File: src/rtl/lams_defs.vh
`ifndef LAMS_DEFS_VH
`define LAMS_DEFS_VH
// byte addresses of the register words
`define LAMS_ADDR_MASK1 4'h0
`define LAMS_ADDR_MASK2 4'h4
`define LAMS_ADDR_STAT 4'h8
`define LAMS_ADDR_ISTAT 4'hc
`define LAMS_ADDR_IMASK 4'h0
`define LAMS_ADDR_W 4
// first mask register (alarm / pattern sync)
`define LAMS_M1_SYS_AIS 7
`define LAMS_M1_LINE_AIS 6
`define LAMS_M1_PSYNC 5
`define LAMS_M1_RESET 8'he0
`define LAMS_M1_USED 8'he0
// error_interrupt_mask fields
`define LAMS_M2_SYS_BPV 5
`define LAMS_M2_LINE_BPV 4
`define LAMS_M2_SYS_EXZ 3
`define LAMS_M2_LINE_EXZ 2
`define LAMS_M2_PAT_ERR 1
`define LAMS_M2_CNT_OVF 0
`define LAMS_M2_RESET 8'h3f
`define LAMS_M2_USED 8'h3f
// channel_condition_status fields
`define LAMS_ST_AUTO_LOOP 7
`define LAMS_ST_TX_OC 4
`define LAMS_ST_TX_CLK 3
`define LAMS_ST_TX_LOS 2
`define LAMS_ST_SYS_LOS 1
`define LAMS_ST_LINE_LOS 0
`define LAMS_ST_RESET 8'h00
`define LAMS_ST_RSVD_HI 6
`define LAMS_ST_RSVD_LO 5
// latched event positions; bits 5:0 match the error mask bits, bits 8:6 are gated by first mask bits 7:5
`define LAMS_EV_SYS_AIS 8
`define LAMS_EV_LINE_AIS 7
`define LAMS_EV_PSYNC 6
`define LAMS_EV_SYS_BPV 5
`define LAMS_EV_LINE_BPV 4
`define LAMS_EV_SYS_EXZ 3
`define LAMS_EV_LINE_EXZ 2
`define LAMS_EV_PAT_ERR 1
`define LAMS_EV_CNT_OVF 0
// interrupt event latch layout mirrors the two masks: {m1[7:5], m2[5:0]}
`define LAMS_EV_W 9
`define LAMS_EV_RESET 9'h000
`define LAMS_RESP_OKAY 2'b00
`define LAMS_RESP_SLVERR 2'b10
`endif

File: src/rtl/lams_line_alarm_mask_status.v
// Added by the designer: the register offsets and the AXI4-Lite interface to the registers.
`timescale 1ns/1ps
`include "lams_defs.vh"

// Functional notes
// RULE1: system alarm indication mask, 0 enables, 1 masks, resets masked.
// RULE2: line alarm indication mask, 0 enables, 1 masks, resets masked.
// RULE3: test pattern sync change mask, 0 enables, resets masked.
// RULE4: error mask bit 5 masks system bipolar violation, resets 1.
// RULE5: error mask bit 4 masks line bipolar violation, resets 1.
// RULE6: error mask bit 3 masks system excess zeros, resets 1.
// RULE7: error mask bit 2 masks line excess zeros, resets 1.
// RULE8: error mask bit 1 masks pattern bit error, resets 1.
// RULE9: error mask bit 0 masks error count overflow; bits 7:6 reserved.
// RULE10: status bit 7 shows automatic loopback, zero after reset.
// RULE11: status bit 4 shows transmit over-current; bits 6:5 reserved.
// RULE12: status bit 3 shows transmit clock missing, zero after reset.
// RULE13: status bit 2 shows transmit loss of signal, zero after reset.
// RULE14: status bits 1/0 show system/line loss of signal.
// RULE15: interrupt output only when a latched event is set and unmasked.
// RULE16: latched event bits report on interrupt, cleared by writing one.
module lams_line_alarm_mask_status
(
    // clock and reset
    input wire aclk,
    input wire aresetn,
    // axi4-lite write address
    input wire [`LAMS_ADDR_W-1:0] s_axi_awaddr,
    input wire s_axi_awvalid,
    output reg s_axi_awready,
    // axi4-lite write data
    input wire [31:0] s_axi_wdata,
    input wire [3:0] s_axi_wstrb,
    input wire s_axi_wvalid,
    output reg s_axi_wready,
    // axi4-lite write response
    output reg [1:0] s_axi_bresp,
    output reg s_axi_bvalid,
    input wire s_axi_bready,
    // axi4-lite read address
    input wire [`LAMS_ADDR_W-1:0] s_axi_araddr,
    input wire s_axi_arvalid,
    output reg s_axi_arready,
    // axi4-lite read data
    output reg [31:0] s_axi_rdata,
    output reg [1:0] s_axi_rresp,
    output reg s_axi_rvalid,
    input wire s_axi_rready,
    // event pulses from the channel detectors
    input wire sys_ais_event,
    input wire line_ais_event,
    input wire pattern_sync_event,
    input wire sys_bpv_event,
    input wire line_bpv_event,
    input wire sys_exz_event,
    input wire line_exz_event,
    input wire pattern_error_event,
    input wire error_count_overflow_event,
    // condition levels from the channel detectors
    input wire auto_loopback_state,
    input wire tx_overcurrent_state,
    input wire tx_clock_missing_state,
    input wire tx_signal_loss_state,
    input wire sys_signal_loss_state,
    input wire line_signal_loss_state,
    // interrupt
    output reg irq
);

////////////////////////////////////////////////////////////////////////////
// register state

reg [7:0] mask1_q;
reg [7:0] mask2_q;
reg [7:0] stat_q;
reg [`LAMS_EV_W-1:0] istat_q;
reg [`LAMS_EV_W-1:0] istat_d;
reg [`LAMS_ADDR_W-1:0] awaddr_q;
reg [31:0] wdata_q;
reg [3:0] wstrb_q;
reg aw_held_q;
reg w_held_q;

wire [`LAMS_EV_W-1:0] events;
wire [`LAMS_EV_W-1:0] mask_vec;
wire [`LAMS_EV_W-1:0] wr_clear;
wire [`LAMS_EV_W-1:0] irq_src;
wire [7:0] stat_d;
wire irq_d;

// write path
wire do_write;
wire aw_take;
wire w_take;
wire aw_ready_d;
wire w_ready_d;
wire [`LAMS_ADDR_W-1:0] wr_addr;
wire [31:0] wr_data;
wire wr_lane0;
wire wr_hit_mask1;
wire wr_hit_mask2;
wire wr_hit_istat;
wire wr_hit_any;
reg [7:0] mask1_d;
reg [7:0] mask2_d;

// read path
wire ar_take;
reg [31:0] rd_word_d;
reg [1:0] rd_resp_d;

// event inputs in latch order
assign events[`LAMS_EV_SYS_AIS] = sys_ais_event;
assign events[`LAMS_EV_LINE_AIS] = line_ais_event;
assign events[`LAMS_EV_PSYNC] = pattern_sync_event;
assign events[`LAMS_EV_SYS_BPV] = sys_bpv_event;
assign events[`LAMS_EV_LINE_BPV] = line_bpv_event;
assign events[`LAMS_EV_SYS_EXZ] = sys_exz_event;
assign events[`LAMS_EV_LINE_EXZ] = line_exz_event;
assign events[`LAMS_EV_PAT_ERR] = pattern_error_event;
assign events[`LAMS_EV_CNT_OVF] = error_count_overflow_event;

// every latch sits beside the mask bit that gates it
assign mask_vec[`LAMS_EV_SYS_AIS] = mask1_q[`LAMS_M1_SYS_AIS];
assign mask_vec[`LAMS_EV_LINE_AIS] = mask1_q[`LAMS_M1_LINE_AIS];
assign mask_vec[`LAMS_EV_PSYNC] = mask1_q[`LAMS_M1_PSYNC];
assign mask_vec[`LAMS_EV_SYS_BPV] = mask2_q[`LAMS_M2_SYS_BPV];
assign mask_vec[`LAMS_EV_LINE_BPV] = mask2_q[`LAMS_M2_LINE_BPV];
assign mask_vec[`LAMS_EV_SYS_EXZ] = mask2_q[`LAMS_M2_SYS_EXZ];
assign mask_vec[`LAMS_EV_LINE_EXZ] = mask2_q[`LAMS_M2_LINE_EXZ];
assign mask_vec[`LAMS_EV_PAT_ERR] = mask2_q[`LAMS_M2_PAT_ERR];
assign mask_vec[`LAMS_EV_CNT_OVF] = mask2_q[`LAMS_M2_CNT_OVF];

////////////////////////////////////////////////////////////////////////////
// write channel: address and data taken in either order, held until both

// a beat counts only once its ready was seen with valid; acting on valid
// alone would commit a write the master still thinks is waiting
assign aw_take = s_axi_awvalid & s_axi_awready;
assign w_take = s_axi_wvalid & s_axi_wready;
assign do_write = (aw_held_q | aw_take) & (w_held_q | w_take)
                  & ~s_axi_bvalid;
assign wr_addr = aw_held_q ? awaddr_q : s_axi_awaddr;
assign wr_data = w_held_q ? wdata_q : s_axi_wdata;
assign wr_lane0 = w_held_q ? wstrb_q[0] : s_axi_wstrb[0];
// ready drops while a beat is held or the response is still waiting
assign aw_ready_d = ~aw_held_q & ~s_axi_bvalid & ~do_write & ~aw_take;
assign w_ready_d = ~w_held_q & ~s_axi_bvalid & ~do_write & ~w_take;

assign wr_hit_mask1 = (wr_addr == `LAMS_ADDR_MASK1);
assign wr_hit_mask2 = (wr_addr == `LAMS_ADDR_MASK2);
assign wr_hit_istat = (wr_addr == `LAMS_ADDR_ISTAT);
assign wr_hit_any = wr_hit_mask1 | wr_hit_mask2 | wr_hit_istat;

always @(posedge aclk)
begin
    if (!aresetn)
    begin
        aw_held_q <= 1'b0;
        w_held_q <= 1'b0;
        awaddr_q <= {`LAMS_ADDR_W{1'b0}};
        wdata_q <= 32'h0000_0000;
        wstrb_q <= 4'h0;
        s_axi_awready <= 1'b0;
        s_axi_wready <= 1'b0;
        s_axi_bvalid <= 1'b0;
        s_axi_bresp <= `LAMS_RESP_OKAY;
    end
    else
    begin
        // ready is offered one cycle ahead so a held beat never blocks
        s_axi_awready <= aw_ready_d;
        s_axi_wready <= w_ready_d;
        if (aw_take && !do_write)
        begin
            aw_held_q <= 1'b1;
            awaddr_q <= s_axi_awaddr;
        end
        if (w_take && !do_write)
        begin
            w_held_q <= 1'b1;
            wdata_q <= s_axi_wdata;
            wstrb_q <= s_axi_wstrb;
        end
        if (do_write)
        begin
            aw_held_q <= 1'b0;
            w_held_q <= 1'b0;
            s_axi_awready <= 1'b0;
            s_axi_wready <= 1'b0;
            s_axi_bvalid <= 1'b1;
            // the status word is read-only: writing it is refused
            if (wr_hit_any)
                s_axi_bresp <= `LAMS_RESP_OKAY;
            else
                s_axi_bresp <= `LAMS_RESP_SLVERR;
        end
        else if (s_axi_bvalid && s_axi_bready)
            s_axi_bvalid <= 1'b0;
    end
end

////////////////////////////////////////////////////////////////////////////
// mask registers; reserved bits stay zero

always @*
begin
    mask1_d = mask1_q;
    mask2_d = mask2_q;
    // a write with the low byte lane off leaves the masks untouched
    if (do_write && wr_lane0)
    begin
        if (wr_hit_mask1)
            mask1_d = wr_data[7:0] & `LAMS_M1_USED; // RULE1 RULE2 RULE3
        if (wr_hit_mask2)
            mask2_d = wr_data[7:0] & `LAMS_M2_USED; // RULE4 RULE9
    end
end

always @(posedge aclk)
begin
    if (!aresetn)
    begin
        mask1_q <= `LAMS_M1_RESET; // RULE1 RULE2 RULE3
        mask2_q <= `LAMS_M2_RESET; // RULE4 RULE5 RULE6 RULE7 RULE8 RULE9
    end
    else
    begin
        mask1_q <= mask1_d;
        mask2_q <= mask2_d;
    end
end

////////////////////////////////////////////////////////////////////////////
// sticky event latches: a new event wins over a same-cycle clear

assign wr_clear = (do_write && wr_hit_istat)
                  ? wr_data[`LAMS_EV_W-1:0] : `LAMS_EV_RESET;

// the latch sets whatever the mask says, so masked events can be polled;
// irq follows the next latch value so it rises with the latch itself
// and a clear takes it down in the same cycle
assign irq_src = istat_d & ~mask_vec; // RULE15
assign irq_d = |irq_src; // RULE15

genvar gi;
generate
    for (gi = 0; gi < `LAMS_EV_W; gi = gi + 1)
    begin : g_ev
        always @*
        begin
            istat_d[gi] = events[gi] | (istat_q[gi] & ~wr_clear[gi]); // RULE16
        end
    end
endgenerate

always @(posedge aclk)
begin
    if (!aresetn)
    begin
        istat_q <= `LAMS_EV_RESET;
        irq <= 1'b0;
    end
    else
    begin
        istat_q <= istat_d; // RULE16
        irq <= irq_d; // RULE15
    end
end

////////////////////////////////////////////////////////////////////////////
// condition status, sampled once a cycle

// levels are copied each cycle, not latched; a short blip can be missed
assign stat_d[`LAMS_ST_AUTO_LOOP] = auto_loopback_state; // RULE10
assign stat_d[`LAMS_ST_RSVD_HI:`LAMS_ST_RSVD_LO] = 2'b00; // RULE11
assign stat_d[`LAMS_ST_TX_OC] = tx_overcurrent_state; // RULE11
assign stat_d[`LAMS_ST_TX_CLK] = tx_clock_missing_state; // RULE12
assign stat_d[`LAMS_ST_TX_LOS] = tx_signal_loss_state; // RULE13
assign stat_d[`LAMS_ST_SYS_LOS] = sys_signal_loss_state; // RULE14
assign stat_d[`LAMS_ST_LINE_LOS] = line_signal_loss_state; // RULE14

always @(posedge aclk)
begin
    if (!aresetn)
        stat_q <= `LAMS_ST_RESET;
    else
        stat_q <= stat_d; // RULE10 RULE11 RULE12 RULE13 RULE14
end

////////////////////////////////////////////////////////////////////////////
// read channel: one read in flight, answer the cycle after the address

assign ar_take = s_axi_arvalid & s_axi_arready;

// unmapped words read as zero with an error response
always @*
begin
    rd_word_d = 32'h0000_0000;
    rd_resp_d = `LAMS_RESP_OKAY;
    case (s_axi_araddr)
        `LAMS_ADDR_MASK1: rd_word_d = {24'h000000, mask1_q};
        `LAMS_ADDR_MASK2: rd_word_d = {24'h000000, mask2_q};
        `LAMS_ADDR_STAT: rd_word_d = {24'h000000, stat_q};
        `LAMS_ADDR_ISTAT: rd_word_d = {23'h000000, istat_q};
        default:
        begin
            rd_word_d = 32'h0000_0000;
            rd_resp_d = `LAMS_RESP_SLVERR;
        end
    endcase
end

always @(posedge aclk)
begin
    if (!aresetn)
    begin
        s_axi_arready <= 1'b0;
        s_axi_rvalid <= 1'b0;
        s_axi_rdata <= 32'h0000_0000;
        s_axi_rresp <= `LAMS_RESP_OKAY;
    end
    else
    begin
        // arready waits out the answer so only one read is ever open
        s_axi_arready <= ~s_axi_rvalid & ~ar_take;
        if (ar_take)
        begin
            s_axi_arready <= 1'b0;
            s_axi_rvalid <= 1'b1;
            s_axi_rdata <= rd_word_d;
            s_axi_rresp <= rd_resp_d;
        end
        else if (s_axi_rvalid && s_axi_rready)
            s_axi_rvalid <= 1'b0;
    end
end

endmodule // lams_line_alarm_mask_status

File: config.mk
export PLATFORM = sky130hd
export DESIGN_NAME = lams_line_alarm_mask_status
export DESIGN_NICKNAME = d
export VERILOG_FILES = /design/src/rtl/lams_line_alarm_mask_status.v
export VERILOG_INCLUDE_DIRS = /design/src /design/src/rtl
export SDC_FILE = /design/constraint.sdc
export NUM_CORES = 1
export LEC_CHECK = 0
export ABC_AREA = 0
export BUFFER_PORTS_ARGS = -buffer_cell sky130_fd_sc_hd__buf_2
export CORE_ASPECT_RATIO = 0.6
export CORE_UTILIZATION = 45
export CTS_BUF_LIST = sky130_fd_sc_hd__clkbuf_4 sky130_fd_sc_hd__clkbuf_8
export DETAILED_ROUTE_END_ITERATION = 8
export MAX_ROUTING_LAYER = met4
export PLACE_DENSITY = 0.78
export SYNTH_ARGS = -nofsm -noshare
export SYNTH_HDL_FRONTEND = slang
export SYNTH_SLANG_ARGS = --single-unit
File: constraint.sdc
create_clock -name aclk -period 1.9 [get_ports aclk]
set_input_delay 0.19 -clock aclk [delete_from_list [all_inputs] [get_ports aclk]]
set_output_delay 0.19 -clock aclk [all_outputs]
set_load 0.02 [all_outputs]
# After elaboration in Yosys (flattened, before gate mapping)
# Cells that the tools add are included.
# totals
reg_bits	84
in_bits	66
word_cells	106
# classes
n_eq_ne	5
n_mux	11
bitwise	54
reduce_logical	17
# op_table
operator	n
9-bit case mux with 4 select lines	1
1-bit bitwise AND	21
9-bit 2-to-1 mux	2
1-bit NOT	18
1-bit OR	13
4-bit == test, second input constant	3
9-bit bitwise AND	1
9-bit NOT	1
9-bit OR reduction	1
4-bit by 3-bit == test with 1-bit output, second input constant	2
4-bit zero test	2
1-bit logical AND	6
1-bit 2-to-1 mux	5
2-bit 2-to-1 mux	2
4-bit 2-to-1 mux	1
2-bit AND reduction	2
2-bit nonzero test	2
2-bit OR reduction	2
4-bit OR reduction	1
1-bit zero test	1

# Longest topological paths before layout
# depth
ltp_word	11
mapped_depth	8
depth_no_buf	5

# Worst setup path before layout
# Ideal clock, no wire load.
# synth_path
kind	register to register
startpoint	reg aw_held_q
endpoint	reg irq
setup_ns	0.125
arrival_time_ns	1.692
t_required_ns	1.775
setup_slack_ns	0.083
path_stages_with_launch	8
path_cell_list	dfxtp_1 -> buf_6 -> nor3b_4 -> o22ai_2 -> or2_1 -> buf_6 -> a211o_1 -> o41a_1
# synth_between
elab_chain_cells	10
elab_cells_between_ends	36
cone_classes	eq/ne: 1; mux: 2; bitwise: 31; reduce/logical: 2
# synth_rtl
item	line	source
from (decl)	lams_line_alarm_mask_status.v:81	reg aw_held_q;
from (signal assigned)	lams_line_alarm_mask_status.v:159	aw_held_q <= 1'b0;
from (signal assigned)	lams_line_alarm_mask_status.v:176	aw_held_q <= 1'b1;
from (signal assigned)	lams_line_alarm_mask_status.v:187	aw_held_q <= 1'b0;
1-bit OR	lams_line_alarm_mask_status.v:141	assign do_write = (aw_held_q | aw_take) & (w_held_q | w_take)
1-bit bitwise AND	lams_line_alarm_mask_status.v:141	
1-bit bitwise AND	lams_line_alarm_mask_status.v:142	& ~s_axi_bvalid;
1-bit logical AND *	lams_line_alarm_mask_status.v:237	assign wr_clear = (do_write && wr_hit_istat)
9-bit 2-to-1 mux (no source line) *	-	
1-bit NOT	lams_line_alarm_mask_status.v:252	istat_d[gi] = events[gi] | (istat_q[gi] & ~wr_clear[gi]);
1-bit bitwise AND	lams_line_alarm_mask_status.v:252	
1-bit OR	lams_line_alarm_mask_status.v:252	
9-bit bitwise AND *	lams_line_alarm_mask_status.v:243	assign irq_src = istat_d & ~mask_vec;
9-bit OR reduction *	lams_line_alarm_mask_status.v:244	assign irq_d = |irq_src;
to (signal assigned)	lams_line_alarm_mask_status.v:267	irq <= irq_d;
to (decl)	lams_line_alarm_mask_status.v:67	output reg irq
# Every way passes the cells marked *; elsewhere a longest branch is shown, timed or not.
# A chain may end at the register's enable or synchronous reset.

# Worst setup path in the final report
# layout_path
startpoint	reg w_held_q
endpoint	reg irq
# layout_between
elab_chain_cells	10
elab_cells_between_ends	35
cone_classes	mux: 2; bitwise: 31; reduce/logical: 2
# layout_rtl
item	line	source
from (decl)	lams_line_alarm_mask_status.v:82	reg w_held_q;
from (signal assigned)	lams_line_alarm_mask_status.v:160	w_held_q <= 1'b0;
from (signal assigned)	lams_line_alarm_mask_status.v:181	w_held_q <= 1'b1;
from (signal assigned)	lams_line_alarm_mask_status.v:188	w_held_q <= 1'b0;
1-bit OR	lams_line_alarm_mask_status.v:141	
1-bit bitwise AND	lams_line_alarm_mask_status.v:141	
1-bit bitwise AND	lams_line_alarm_mask_status.v:142	
1-bit logical AND	lams_line_alarm_mask_status.v:237	
9-bit 2-to-1 mux (no source line) *	-	
1-bit NOT	lams_line_alarm_mask_status.v:252	
1-bit bitwise AND	lams_line_alarm_mask_status.v:252	
1-bit OR	lams_line_alarm_mask_status.v:252	
9-bit bitwise AND *	lams_line_alarm_mask_status.v:243	
9-bit OR reduction *	lams_line_alarm_mask_status.v:244	
# Marks and branches as above.

==> metrics.md <==
| Metric | Value |
|---|---|
| Main synth FF type | dfxtp_1 |
| Synth Instances | approximately 290 |
| Most frequent cells in the layout | buf_2, dfxtp_1, mux2i_1 |
| H-tree depth | 3 |
| Final Critical Period | between 1.5 and 2 ns |
| # DRC | 0 |
| Filler cells | 548 |
| Detail Route Antenna Nets | 0 |
| Clock Skew | slightly below 0.007 ns |
| Pin count of the biggest net entering global routing | 31 |
| Routed length per instance | roughly 14 microns |
| Iteration-0 DRC Markers | 138 |
| Worst setup EP type | flop |
| Area of placed instances | 3050 sq um |
| Drt total wl | 6020 microns |
| Detailed placement HPWL | 4540 microns |
| Crit path DAT | around 2 ns |
| Number of synthesized flops with an enable pin | 0 |
| Sequential area share after synthesis | 0.416 |
| Global-route usage over all layers | 0.210 |
| Post-Place Cells | 421 |
| Die area | 6430 sq um |
| Initial Util | 0.479 |
| Mean area per synthesized cell | 9.53 sq um |
| Count of final setup violators | 0 |
| Final instance area | 3270 sq um |
| First-pass GRT wire length | 9660 microns |
| Hold_buf cts | 0 |
| Largest stage delay, worst path | about 0.40 ns |
| Vias in the first global route | 2,016 |
| Clock buffer count from CTS | 9 |
| Area of the multi-input gates | 1410 sq um |
| CORE AREA | about 5700 sq um |
| Sequential cell area | between 1000 and 1500 sq um |
| Crit path kind | reg -> reg |
| Synth Register Bits | 57 |
| Max-slew violations | 0 |
| # port buffers | 56 |
| Final #Nets | 418 |
| Bufs on Longest Clock Path | 2 |
| Clock transition at path regs | 0.07 ns |
| Peak supply drop | 0.000431 V |
| Die span in y | about 63 microns |
| GPL Wtd Cong | roughly 0.86 |
| Cell row count | 21 |
| WP data required | 2.13 ns |
| DR pass1 iterations | 4 |
| WHS | 0.0615 ns |
| Total Power | 2.97 mW |
| Initial antenna violation count | 0 |
| Status | complete, no violations |
| FFs w/ async S/R, synth | 0 |
| I/O pin count | 108 |
| Number of max-cap violations | 0 |
| Total gr overflow | 0 |
| Layout cells sized above 1 | 0.283 |
| CP Max Fanout | 8 |
| Syn Std Cell Area | about 2700 sq um |
| Final critical-path share of the clock period | 0.946 |
| Clock sinks | between 50 and 60 |
| Leak Pwr | around 1.5 nW |
| Min-Delay Path Class | in -> reg |
| Synth-to-layout area growth | 19.3% |
| Fin. Hold Viols | 0 |
| Synth cell types | 46 |
| Pwr dens | 906 nW/um^2 |
| Slowest stage cell, crit path | o41a_1 |
| RSZ-0062 raised after global routing | false |
| Via density per instance | just over 5 |
| Commonest non-fill, non-tap cell in the layout | buf_2 |
| Root Buffer | clkbuf_8 |
| Synthesis Warnings | 0 |
| CP Cell Sequence | buf_12 -> mux2_2 -> inv_1 -> nor4_1 -> o32ai_1 -> o41a_1 |
| Via count | 2,197 |
| CTS tree | built |
| CP Launch Type | flop |
| WP buf/inv | 2 |
| Final TNS setup | 0 ns |
| Cell family with the largest share of critical-path delay | compound AO/OA/AOI/OAI gates |
| ANT cells | 0 |
| Die X | 103 microns |
| Post-route non-filler standard cell count | ~440 |
| Peak Freq | around 0.56 GHz |
| Clk_lat worst skew | ~0.34 ns |
-- report_power, final --
part / switching, mW / internal [mW]
registers: 0.0418 / 1.25
clock network: 0.478 / 0.786
logic: 0.231 / 0.178
-- flip-flops by register name (all words and copies together) (netlist names) --
| register | flops |
|---|---|
| s_axi_bvalid | 1 |
| s_axi_awready | 1 |
| s_axi_arready | 1 |
| mask2_q | 6 |
| s_axi_rvalid | 1 |
| irq | 1 |
| s_axi_bresp | 1 |
| awaddr_q | 4 |
| wstrb_q | 1 |
| aw_held_q | 1 |
| stat_q | 6 |
| wdata_q | 9 |
| istat_q | 9 |
| s_axi_wready | 1 |
| mask1_q | 3 |
| s_axi_rdata | 9 |
| w_held_q | 1 |
| s_axi_rresp | 1 |
-- per-stage QoR --
step,setup WS (ns),utilization
floorplan,0.0834,-
global placement,0.0318,0.532
detailed placement,0.00408,0.532
CTS,0.00114,0.571
global route,0.0190,0.572
finish,0.102,0.572
-- worst paths after layout --
path	cells past startpoint	start	slack, ns	to
setup reg to reg	6	w_held_q	0.10	irq
setup / recovery	6	w_held_q	0.10	irq
hold reg to reg	1	s_axi_rvalid	0.44	s_axi_arready
hold / removal	2	tx_clock_missing_state	0.06	stat_q[3]
-- area by class of cell --
cell class                      instances  share of cell area
Sequential cell                        57               0.350
Clock inverter                          5              0.0241
Tap cell                               80              0.0306
Clock buffer                           11              0.0443
Inverter                                2             0.00229
Multi-Input combinational cell        214               0.432
Timing Repair Buffer                   68               0.117
-- kinds of logic after synthesis --
| group | after synthesis | share of synthesized area |
|---|---|---|
| AOI/OAI and AO/OA | 59 | 0.154 |
| buffers and inverters | 41 | 0.102 |
| DFF | 57 | 0.416 |
| muxes | 37 | 0.139 |
| other | 1 | 0.00137 |
| and+or+nand+nor | 93 | 0.188 |
-- repair_timing --
action | CTS | global route
setup endpoints to repair | 0 | 17
resized for setup | 0 | 3
buffers inserted | 0 | 0
-- cells in the mapped netlist (2+ instances only) --
cell type,n,area [sq um]
nor4_1,3,18.8
and3_1,3,18.8
a21boi_0,3,22.5
dfxtp_1,57,1140
and2_1,13,81.3
mux2_2,9,101
nand2_1,14,52.6
nor2b_1,17,106
nor3b_1,3,22.5
mux2i_1,28,280
o21ai_0,14,70.1
nand3_1,2,10.0
buf_4,27,203
or3_1,2,12.5
o21bai_1,4,30.0
a22oi_1,6,45.0
o21a_1,14,105
nor2_1,20,75.1
buf_2,2,10.0
clkbuf_1,6,22.5
a21oi_1,2,10.0
buf_6,3,33.8
nand2b_1,5,31.3
o211ai_1,2,15.0
nor3_1,4,20.0
inv_1,2,7.51
o32ai_1,4,35.0
-- routing by layer --
metal	routed length (microns)	vias to the layer above	global-route usage
met3	516	5	0.0828
met2	2380	88	0.266
li1	-	1097	-
met5	0	-	-
met4	61	0	0.0687
met1	3070	1007	0.299
Note: power is estimated with default switching activity, not from simulation.
